--- config.mk ---
export PLATFORM = sky130hd
export DESIGN_NAME = mdm_master
export DESIGN_NICKNAME = d
export VERILOG_FILES = /design/src/mdm_pkg.sv /design/src/mdm_master.sv
export SDC_FILE = /design/constraint.sdc
export NUM_CORES = 1
export LEC_CHECK = 0
export BUFFER_PORTS_ARGS = -buffer_cell sky130_fd_sc_hd__clkbuf_2
export CORE_ASPECT_RATIO = 1.2
export CORE_UTILIZATION = 23
export CTS_CLUSTER_SIZE = 28
export DETAILED_ROUTE_END_ITERATION = 7
export PLACE_DENSITY = 0.49
export SLEW_MARGIN = 0
export SYNTH_ARGS = -nofsm -noshare
export SYNTH_HDL_FRONTEND = slang
export SYNTH_SLANG_ARGS = --single-unit
--- constraint.sdc ---
create_clock -name i_sys_clk -period 2.21 [get_ports i_sys_clk]
set_input_delay 0.221 -clock i_sys_clk [delete_from_list [all_inputs] [get_ports i_sys_clk]]
set_output_delay 0.221 -clock i_sys_clk [all_outputs]
set_load 0.01 [all_outputs]
--- src/mdm_pkg.sv ---
// package for the management-interface master: offsets, fields, resets
// assumes a 32-bit register port with byte addresses
package mdm_pkg;
   localparam logic [11:0] OFS_CFG0 = 12'h0500;
   localparam logic [11:0] OFS_CFG1 = 12'h0504;
   localparam logic [11:0] OFS_WDATA = 12'h0508;
   localparam logic [11:0] OFS_RDATA = 12'h050c;
   localparam logic [11:0] OFS_IRQ_FLAG = 12'h0600;
   localparam logic [11:0] OFS_IRQ_PEND = 12'h0610;
   localparam logic [11:0] OFS_IRQ_EN = 12'h0620;
   localparam logic [11:0] OFS_IRQ_ACK = 12'h0630;
   localparam int BIT_ENABLE = 6;
   localparam int DIV_LSB = 0;
   localparam int PRT_LSB = 24;
   localparam int DEV_LSB = 16;
   localparam int KIND_LSB = 14;
   localparam int BIT_INIT = 11;
   localparam int BIT_READY = 7;
   localparam int BIT_RD_READY = 16;
   localparam logic RST_READY = 1'b1;
   localparam logic [5:0] RST_DIV = 6'h00;
   localparam int PREAMBLE_BITS = 32;
   localparam int FRAME_BITS = 64;
   localparam int DATA_BITS = 16;
   // clause 45 turnaround starts at bit 46; data occupies bits 48..63
   localparam int TA_FIRST = 46;
   localparam logic [1:0] START_CODE = 2'b00;
   localparam logic [1:0] KIND_READ = 2'b11;
   localparam logic [1:0] KIND_READ_INC = 2'b10;
   localparam logic [1:0] TA_WRITE = 2'b10;

   typedef struct packed {
      logic [11:0] addr;
      logic [31:0] wdata;
      logic wr;
      logic rd;
   } mdm_bus_t;

   typedef struct packed {
      logic mdc;
      logic mdio_o;
      logic mdio_oe;
   } mdm_pin_t;
endpackage

--- src/mdm_master.sv ---
// management master: register port, MDC divider, frame shifter, interrupt
// assumes external logic resolves the MDIO wire from o_pin.mdio_oe
`timescale 1ns/10ps

// What this block does
// enable bit 0 keeps the master idle and the MDIO line undriven
// MDC is derived from the system clock by the six-bit divider
// five-bit port address from config word 1 goes into each frame
// five-bit device address from config word 1 goes into each frame
// two-bit transaction kind picks the frame opcode
// writing initiate while ready starts a frame; initiate self-clears after
// ready reads 0 during a transaction, 1 otherwise, resets to 1
// low sixteen bits of write data feed the frame data field
// read data register holds captured bits, bit 16 mirrors ready
// completion with enable raises the interrupt, read data already valid
// interrupt never self-clears; no new frame while it is set
// bit 0 of every interrupt register is completion, rest reserved
// status bit records completion, write 0 clears, resets zero
// pending reads enable and status; write 1 clears
// enable register write 1 enables, resets zero
// acknowledge register write 1 clears the interrupt
// frame: 32 ones, start, opcode, addresses, turnaround, 16 data bits
// initiate while busy or disabled is ignored
module mdm_master (
   input wire logic i_sys_clk,
   input wire logic i_rst,
   input wire mdm_pkg::mdm_bus_t i_bus,
   output logic [31:0] o_rdata,
   input wire logic i_mdio_i,
   output mdm_pkg::mdm_pin_t o_pin,
   output logic o_irq
);
   import mdm_pkg::*;

   typedef enum logic [1:0] {ST_IDLE, ST_SHIFT, ST_DONE} mdm_state_t;

   ////////////////////////////////////////////////////////////////////////
   logic enable_r;
   logic [5:0] div_r;
   logic [4:0] prt_r;
   logic [4:0] dev_r;
   logic [1:0] kind_r;
   logic [15:0] wdata_r;
   logic [15:0] rdata_r;
   logic flag_r;
   logic irq_en_r;
   logic [31:0] rdout_r;
   mdm_state_t state_r;
   logic [5:0] divcnt_r;
   logic mdc_r;
   logic [6:0] bitcnt_r;
   logic [63:0] shift_r;
   logic [2:0] sync_r;
   logic in_bit_r;
   logic mdio_o_r;
   logic mdio_oe_r;
   logic irq_r;

   wire wr_cfg0 = i_bus.wr && (i_bus.addr == OFS_CFG0);
   wire wr_cfg1 = i_bus.wr && (i_bus.addr == OFS_CFG1);
   wire wr_wdata = i_bus.wr && (i_bus.addr == OFS_WDATA);
   wire wr_flag = i_bus.wr && (i_bus.addr == OFS_IRQ_FLAG);
   wire wr_pend = i_bus.wr && (i_bus.addr == OFS_IRQ_PEND);
   wire wr_en = i_bus.wr && (i_bus.addr == OFS_IRQ_EN);
   wire wr_ack = i_bus.wr && (i_bus.addr == OFS_IRQ_ACK);
   wire ready = (state_r == ST_IDLE);
   // start only when enabled, idle and no completion still flagged
   wire start = wr_cfg1 && i_bus.wdata[BIT_INIT] && ready && enable_r
                && !flag_r;
   wire is_read = kind_r[1];
   // mdc edges: rise and fall alternate, each at terminal count
   wire div_tc = (divcnt_r >= div_r);
   wire mdc_fall = div_tc && mdc_r;
   wire mdc_rise = div_tc && !mdc_r;
   wire frame_end = mdc_fall && (bitcnt_r == 7'(FRAME_BITS - 1));
   wire done = (state_r == ST_DONE);
   wire drive_bit = (bitcnt_r < 7'(TA_FIRST)) || !is_read;
   wire flag_clr = (wr_flag && !i_bus.wdata[0])
                   || (wr_pend && i_bus.wdata[0])
                   || (wr_ack && i_bus.wdata[0]);
   wire flag_nxt = done || (flag_r && !flag_clr);
   wire pend = flag_r && irq_en_r;

   ////////////////////////////////////////////////////////////////////////
   // frame image, sent msb first
   // fields come from the initiating write itself: the registers only
   // take them at the same edge, so they would still hold the old frame
   wire [4:0] prt_sel = i_bus.wdata[PRT_LSB +: 5];
   wire [4:0] dev_sel = i_bus.wdata[DEV_LSB +: 5];
   wire [1:0] kind_sel = i_bus.wdata[KIND_LSB +: 2];
   wire [63:0] frame = {{PREAMBLE_BITS{1'b1}}, START_CODE, kind_sel,
                        prt_sel, dev_sel, TA_WRITE,
                        wdata_r};

   ////////////////////////////////////////////////////////////////////////
   logic [31:0] rd_mux;
   always_comb begin
      rd_mux = 32'h0000_0000;
      unique case (i_bus.addr)
         OFS_CFG0: rd_mux = {25'h000_0000, enable_r, div_r};
         OFS_CFG1: rd_mux = {3'h0, prt_r, 3'h0, dev_r, kind_r, 2'h0,
                             !ready, 3'h0, ready, 7'h00};
         OFS_WDATA: rd_mux = {16'h0000, wdata_r};
         OFS_RDATA: rd_mux = {15'h0000, ready, rdata_r};
         OFS_IRQ_FLAG: rd_mux = {31'h0000_0000, flag_r};
         OFS_IRQ_PEND: rd_mux = {31'h0000_0000, pend};
         OFS_IRQ_EN: rd_mux = {31'h0000_0000, irq_en_r};
         default: rd_mux = 32'h0000_0000;
      endcase
   end

   ////////////////////////////////////////////////////////////////////////
   always_ff @(posedge i_sys_clk) begin
      if (i_rst) begin
         enable_r <= 1'b0;
         div_r <= RST_DIV;
         prt_r <= 5'h00;
         dev_r <= 5'h00;
         kind_r <= 2'h0;
         wdata_r <= 16'h0000;
         irq_en_r <= 1'b0;
         rdout_r <= 32'h0000_0000;
      end else begin
         if (wr_cfg0) begin
            enable_r <= i_bus.wdata[BIT_ENABLE];
            div_r <= i_bus.wdata[DIV_LSB +: 6];
         end
         if (wr_cfg1 && ready) begin
            prt_r <= i_bus.wdata[PRT_LSB +: 5];
            dev_r <= i_bus.wdata[DEV_LSB +: 5];
            kind_r <= i_bus.wdata[KIND_LSB +: 2];
         end
         if (wr_wdata && ready) begin
            wdata_r <= i_bus.wdata[15:0];
         end
         if (wr_en) begin
            irq_en_r <= i_bus.wdata[0];
         end
         rdout_r <= i_bus.rd ? rd_mux : 32'h0000_0000;
      end
   end

   ////////////////////////////////////////////////////////////////////////
   always_ff @(posedge i_sys_clk) begin
      if (i_rst) begin
         sync_r <= 3'h0;
         in_bit_r <= 1'b0;
      end else begin
         sync_r <= {sync_r[1:0], i_mdio_i};
         if (sync_r[2] == sync_r[1]) begin
            in_bit_r <= sync_r[2];
         end
      end
   end

   ////////////////////////////////////////////////////////////////////////
   always_ff @(posedge i_sys_clk) begin
      if (i_rst) begin
         state_r <= ST_IDLE;
         divcnt_r <= 6'h00;
         mdc_r <= 1'b0;
         bitcnt_r <= 7'h00;
         shift_r <= 64'h0000_0000_0000_0000;
         rdata_r <= 16'h0000;
         mdio_o_r <= 1'b0;
         mdio_oe_r <= 1'b0;
      end else begin
         unique case (state_r)
            ST_IDLE: begin
               divcnt_r <= 6'h00;
               mdc_r <= 1'b0;
               mdio_oe_r <= 1'b0;
               if (start) begin
                  state_r <= ST_SHIFT;
                  bitcnt_r <= 7'h00;
                  shift_r <= frame;
                  mdio_o_r <= frame[63];
                  mdio_oe_r <= 1'b1;
               end
            end
            ST_SHIFT: begin
               divcnt_r <= div_tc ? 6'h00 : divcnt_r + 6'h01;
               if (div_tc) begin
                  mdc_r <= !mdc_r;
               end
               if (!enable_r) begin
                  state_r <= ST_DONE;
                  mdio_oe_r <= 1'b0;
               end else if (mdc_rise && is_read
                            && bitcnt_r >= 7'(FRAME_BITS - DATA_BITS)) begin
                  rdata_r <= {rdata_r[14:0], in_bit_r};
               end
               if (enable_r && mdc_fall) begin
                  if (frame_end) begin
                     state_r <= ST_DONE;
                     mdio_oe_r <= 1'b0;
                  end else begin
                     bitcnt_r <= bitcnt_r + 7'h01;
                     shift_r <= {shift_r[62:0], 1'b0};
                     mdio_o_r <= shift_r[62];
                     mdio_oe_r <= (bitcnt_r + 7'h01 < 7'(TA_FIRST))
                                  || !is_read;
                  end
               end
            end
            ST_DONE: begin
               state_r <= ST_IDLE;
               mdc_r <= 1'b0;
            end
         endcase
      end
   end

   ////////////////////////////////////////////////////////////////////////
   always_ff @(posedge i_sys_clk) begin
      if (i_rst) begin
         flag_r <= 1'b0;
         irq_r <= 1'b0;
      end else begin
         flag_r <= flag_nxt;
         irq_r <= flag_nxt && (wr_en ? i_bus.wdata[0] : irq_en_r);
      end
   end

   assign o_rdata = rdout_r;
   assign o_irq = irq_r;
   assign o_pin.mdc = mdc_r;
   assign o_pin.mdio_o = mdio_o_r;
   assign o_pin.mdio_oe = mdio_oe_r;

   ////////////////////////////////////////////////////////////////////////
   property p_idle_quiet;
      @(posedge i_sys_clk) disable iff (i_rst)
         (!enable_r && ready) |=> !o_pin.mdio_oe;
   endproperty
   a_idle_quiet: assert property (p_idle_quiet)
      else $error("mdio driven while disabled");

   property p_start_busy;
      @(posedge i_sys_clk) disable iff (i_rst)
         start |=> (state_r == ST_SHIFT) && o_pin.mdio_oe && o_pin.mdio_o;
   endproperty
   a_start_busy: assert property (p_start_busy)
      else $error("start did not begin a frame");

   property p_no_start_flag;
      @(posedge i_sys_clk) disable iff (i_rst)
         (ready && flag_r) |=> ready;
   endproperty
   a_no_start_flag: assert property (p_no_start_flag)
      else $error("frame began while completion flagged");

   property p_ignore_busy;
      @(posedge i_sys_clk) disable iff (i_rst)
         (state_r == ST_SHIFT && wr_cfg1) |=> $stable(prt_r) && $stable(kind_r);
   endproperty
   a_ignore_busy: assert property (p_ignore_busy)
      else $error("config changed during frame");

   property p_mdc_period;
      @(posedge i_sys_clk) disable iff (i_rst)
         (state_r == ST_SHIFT && div_r == 6'h04 && enable_r && mdc_rise)
         |=> !div_tc [*4] ##1 div_tc;
   endproperty
   a_mdc_period: assert property (p_mdc_period)
      else $error("mdc half period wrong");

   property p_done_flag;
      @(posedge i_sys_clk) disable iff (i_rst)
         done |=> flag_r && ready;
   endproperty
   a_done_flag: assert property (p_done_flag)
      else $error("completion not recorded");

   property p_irq_pend;
      @(posedge i_sys_clk) disable iff (i_rst)
         (pend && !flag_clr && !wr_en) |=> o_irq;
   endproperty
   a_irq_pend: assert property (p_irq_pend)
      else $error("interrupt not raised");

   property p_ack_clear;
      @(posedge i_sys_clk) disable iff (i_rst)
         (wr_ack && i_bus.wdata[0] && !done) |=> !flag_r && !o_irq;
   endproperty
   a_ack_clear: assert property (p_ack_clear)
      else $error("acknowledge did not clear");

   property p_read_ready;
      @(posedge i_sys_clk) disable iff (i_rst)
         (i_bus.rd && i_bus.addr == OFS_RDATA)
         |=> o_rdata[BIT_RD_READY] == $past(ready);
   endproperty
   a_read_ready: assert property (p_read_ready)
      else $error("read data ready bit wrong");

   property p_rdata_idle;
      @(posedge i_sys_clk) disable iff (i_rst)
         !i_bus.rd |=> (o_rdata == 32'h0000_0000);
   endproperty
   a_rdata_idle: assert property (p_rdata_idle)
      else $error("read data not zero outside a read");

   property p_reset_state;
      @(posedge i_sys_clk)
         i_rst |=> ready && !o_irq && !o_pin.mdc && !o_pin.mdio_oe;
   endproperty
   a_reset_state: assert property (p_reset_state)
      else $error("reset state wrong");

   property p_flag_hold;
      @(posedge i_sys_clk) disable iff (i_rst)
         (flag_r && !flag_clr) |=> flag_r;
   endproperty
   a_flag_hold: assert property (p_flag_hold)
      else $error("completion flag cleared by itself");

   property p_flag_wr0;
      @(posedge i_sys_clk) disable iff (i_rst)
         (wr_flag && !i_bus.wdata[0] && !done) |=> !flag_r;
   endproperty
   a_flag_wr0: assert property (p_flag_wr0)
      else $error("status write 0 did not clear");

   property p_pend_clear;
      @(posedge i_sys_clk) disable iff (i_rst)
         (wr_pend && i_bus.wdata[0] && !done) |=> !flag_r;
   endproperty
   a_pend_clear: assert property (p_pend_clear)
      else $error("pending write 1 did not clear");

   property p_en_write;
      @(posedge i_sys_clk) disable iff (i_rst)
         wr_en |=> (irq_en_r == $past(i_bus.wdata[0]));
   endproperty
   a_en_write: assert property (p_en_write)
      else $error("enable write not taken");

   property p_irq_off;
      @(posedge i_sys_clk) disable iff (i_rst)
         (!irq_en_r && !wr_en) |=> !o_irq;
   endproperty
   a_irq_off: assert property (p_irq_off)
      else $error("interrupt raised while disabled");

   property p_abort;
      @(posedge i_sys_clk) disable iff (i_rst)
         (state_r == ST_SHIFT && !enable_r)
         |=> (state_r == ST_DONE) && !o_pin.mdio_oe;
   endproperty
   a_abort: assert property (p_abort)
      else $error("frame not cut when disabled");

   property p_read_release;
      @(posedge i_sys_clk) disable iff (i_rst)
         (state_r == ST_SHIFT && is_read && bitcnt_r >= 7'(TA_FIRST))
         |-> !o_pin.mdio_oe;
   endproperty
   a_read_release: assert property (p_read_release)
      else $error("mdio driven during read data");

   property p_mdc_idle;
      @(posedge i_sys_clk) disable iff (i_rst)
         ready |-> !o_pin.mdc;
   endproperty
   a_mdc_idle: assert property (p_mdc_idle)
      else $error("mdc not low while idle");

   property p_bitcnt_max;
      @(posedge i_sys_clk) disable iff (i_rst)
         (state_r == ST_SHIFT) |-> (bitcnt_r <= 7'(FRAME_BITS - 1));
   endproperty
   a_bitcnt_max: assert property (p_bitcnt_max)
      else $error("bit counter past frame end");

   property p_cfg_write;
      @(posedge i_sys_clk) disable iff (i_rst)
         (wr_cfg1 && ready) |=> (prt_r == $past(i_bus.wdata[28:24]))
                                && (dev_r == $past(i_bus.wdata[20:16]));
   endproperty
   a_cfg_write: assert property (p_cfg_write)
      else $error("addresses not taken while ready");

   property p_wdata_hold;
      @(posedge i_sys_clk) disable iff (i_rst)
         (wr_wdata && !ready) |=> $stable(wdata_r);
   endproperty
   a_wdata_hold: assert property (p_wdata_hold)
      else $error("write data changed during frame");
endmodule

==> summary.txt <==
Critical path
  – Crit path capture type: flip-flop
  – Crit path max-delay family: compound AO/OA/AOI/OAI gates
  – CP startpoint kind: flip-flop
  – FF-to-FF End: shift_r[21]$_SDFFE_PP0P_
  – Critical-path cell list: inv_1 > ha_4 > a211o_1 > a21oi_2 > o21ai_4 > buf_4 > a21o_4 > buf_12 > a21oi_1 > a211oi_1
  – Crit Path Class: flip-flop to flip-flop
  – Critical Path Slowest Stage Cell: dfxtp_2
  – Crit Path Max Fanout: 14
  – Required time of the critical path: 2.50 ns
  – Worst Reg2Reg Path Length in Cells: 10
  – Worst Path Arrival: 2.36 ns
  – Worst reg2reg setup slack: 0.13 ns
  – R2r startpoint: div_r[3]$_SDFFE_PP0P_
  – Crit-path max cell delay: 0.33 ns
  – CP Buf/Inv Count: 3

Synth
  – Top-count cell post-synth: dfxtp_1
  – Synth warn: 0
  – Post-synth EDFFs: 0
  – Synthesized area per cell: 9.43 um2
  – Post-synth top cells: dfxtp_1, nand2_1, a21oi_1
  – Synth Instances: 712
  – Synth Cell Area: 6710 um2
  – Synth Flop Type: dfxtp_1
  – Synth area leaders: dfxtp_1, mux2i_1, a21oi_1
  – Post-synthesis async set-or-reset flop share: 0%
  – Synth area leader: dfxtp_1
  – Area share of the largest cell type after synthesis: 49.2%
  – Synthesized flop and latch total: 165
  – Register area share after synthesis: 49.2%
  – Distinct cells, synth: 56

Outcome
  – Status: complete, no violations

Hold path
  – Worst min-delay path category: input port to flip-flop
  – Hold endpoint: wdata_r[13]$_SDFFE_PP0P_
  – Worst hold stages: 3
  – Hold_sp: i_bus[15]

CTS
  – CTS H-Tree Depth: 4
  – # clock sinks: 165
  – TritonCTS clock tree: done
  – Worst-path clk slew: 0.07 ns
  – Num CTS Buffers: 17
  – Bufs on Longest Clock Path: 2
  – Root buffer cell: clkbuf_16
  – Clk_lat worst skew: 0.43 ns

Power and ir drop
  – Power Density: 1160 nW/um2
  – VDD IR max: 0.552 mV
  – Leakage: 3.26 nW

Global routing
  – Gr ovfl total: 0
  – Vias in the first global route: 5391
  – Initial antenna violation count: 0
  – First-pass GRT wire length: 29100 um
  – Largest net degree at the start of global routing: 102
  – Total track usage: 12.5%

STA
  – Final Cycle Share: 93.9%
  – Hold Vio Cnt, Final: 0
  – RSZ-0062 raised after global routing: false
  – Worst-Margin Slew: 0.515 ns
  – Slew margin rel.: 65.2%
  – Final setup margin: 0.134 ns
  – Period minus WS final: 2.08 ns
  – Fmax: 482 MHz
  – Final Skew: 0.00934 ns
  – Final setup vio count: 0
  – Max Transition Viols Final: 0
  – Worst Hold Slack: 0.0266 ns

Die
  – Initial core utilization: 23.3%
  – Die area: 29900 um2
  – Core Rows: 68
  – Die width: 158 um
  – Core Box Area: 28800 um2
  – Chip height: 189 um
  – # IOs: 85

Flow run
  – Max cap viols: 0

Route
  – Via Count: 5624
  – Vias/cell: 4.63
  – WL final: 18000 um
  – DRT Pass-1 Iters: 6
  – DRT iter0 DRCs: 369
  – Final ANT Viol Nets: 0
  – Detailed-route DRC error count: 0
  – WL/cell: 14.8 um

Cells and area
  – Area grow syn2layout: 27.9%
  – Layout cells sized above 1: 27.6%
  – Layout Nets: 877
  – ANT cells: 0

Placed design
  – RePlAce Congestion: 0.768
  – Worst slack, placed: -0.0732 ns
  – Post-DP HPWL: 12200 um
  – I/O Buffers: 72
through the flow:
| stage | TNS (ns) | utilization (%) | instances | cell area [um2] | total power, W |
|---|---|---|---|---|---|
| after floorplan | 0 | - | 717 | 6740 | 0.00580 |
| after global placement | -2.28 | 27.2 | 1173 | 7840 | 0.00681 |
| after detailed placement | -2.36 | 27.2 | 1173 | 7840 | 0.00684 |
| after CTS | 0 | 29.4 | 1210 | 8450 | 0.00970 |
| after global routing | 0 | 29.9 | 1214 | 8580 | 0.0105 |
| final | 0 | 29.9 | 1214 | 8580 | 0.00994 |
kinds of logic after synthesis:
group	Yosys count	synth area share [%]
AOI/OAI and AO/OA	205	21.7
and+or+nand+nor	205	14.7
DFF	165	49.2
buffers and inverters	77	5.12
muxes	47	7.01
adders and majority gates	12	2.24
other	1	0.0559
flip-flops by register name (all words and copies together), names as in the netlist:
register / count
shift_r: 63
o_rdata: 26
rdata_r: 16
wdata_r: 16
bitcnt_r: 7
div_r: 6
divcnt_r: 6
dev_r: 5
prt_r: 5
sync_r: 3
kind_r: 2
state_r: 2
enable_r: 1
flag_r: 1
in_bit_r: 1
irq_en_r: 1
mdc_r: 1
mdio_o_r: 1
mdio_oe_r: 1
o_irq: 1
layout by cell type (no fill, tap or decap), drive strengths merged, types with 4 or more instances in the layout:
master | Yosys | final
and2 | 11 | 11
o21ai | 17 | 17
nand2 | 89 | 89
o221a | 33 | 33
dfxtp | 165 | 165
nand4 | 5 | 5
dlygate4sd3 | 0 | 5
inv | 16 | 25
a311oi | 4 | 4
a222oi | 10 | 10
nor2 | 44 | 44
clkbuf | 35 | 90
a21oi | 88 | 88
nand3 | 18 | 18
and3 | 5 | 5
mux2i | 47 | 47
a211oi | 27 | 27
a22oi | 7 | 7
buf | 26 | 64
nor2b | 5 | 5
conb | 1 | 6
nor3 | 6 | 6
ha | 12 | 12
a31oi | 4 | 4
power by group:
part	switching, W	leakage [nW]	internal (W)	total [W]
clock network	0.00130	0.271	0.00150	0.00280
logic	0.00178	1.65	0.00151	0.00329
registers	0.000308	1.34	0.00354	0.00385
layer usage:
metal  vias to the layer above  wire (um)  global-route usage (%)  part of all wire [%]
li1                       2800          -                       -                     -
met1                      2692       8150                    16.2                    45
met2                       123       9020                    20.4                    50
met3                         9        601                    2.47                   3.3
met4                         0        221                    4.55                   1.2
met5                         -          0                       0                     0
worst min-delay path, cell delays in order:
cell and delay (ns):
clkbuf_2 0.09, nand2_1 0.05, a21oi_1 0.05
worst max-delay path by stage:
stage / from / end / slack [ns] / cells past startpoint
final: div_r[3]$_SDFFE_PP0P_ / shift_r[21]$_SDFFE_PP0P_ / 0.13 / 10
after global routing: bitcnt_r[0]$_SDFFE_PP0P_ / mdio_oe_r$_SDFFE_PP0P_ / 0.01 / 7
after detailed placement: div_r[3]$_SDFFE_PP0P_ / divcnt_r[4]$_SDFFE_PP0P_ / -0.07 / 10
after floorplan: bitcnt_r[0]$_SDFFE_PP0P_ / shift_r[10]$_SDFFE_PP0P_ / 0.03 / 9
after global placement: div_r[3]$_SDFFE_PP0P_ / divcnt_r[4]$_SDFFE_PP0P_ / -0.07 / 10
after CTS: div_r[3]$_SDFFE_PP0P_ / divcnt_r[5]$_SDFFE_PP0P_ / 0.004 / 10
layout make-up:
cell class | instances | area (um2)
fill | 3113 | 20200
sequential | 165 | 3300
multi-input combinational | 475 | 3190
timing repair buffer | 141 | 993
tap | 385 | 482
clock buffer | 18 | 439
clock inverter | 14 | 115
inverter | 16 | 60.1
repair_timing:
action,CTS,global route
hold buffers,5,0
pin swaps,1,6
resized for setup,2,20
endpoints found under the hold margin,5,0
cloned,0,2
endpoints found under the setup margin,40,82
buffers inserted,0,2
(Power assumes the default switching activity.)
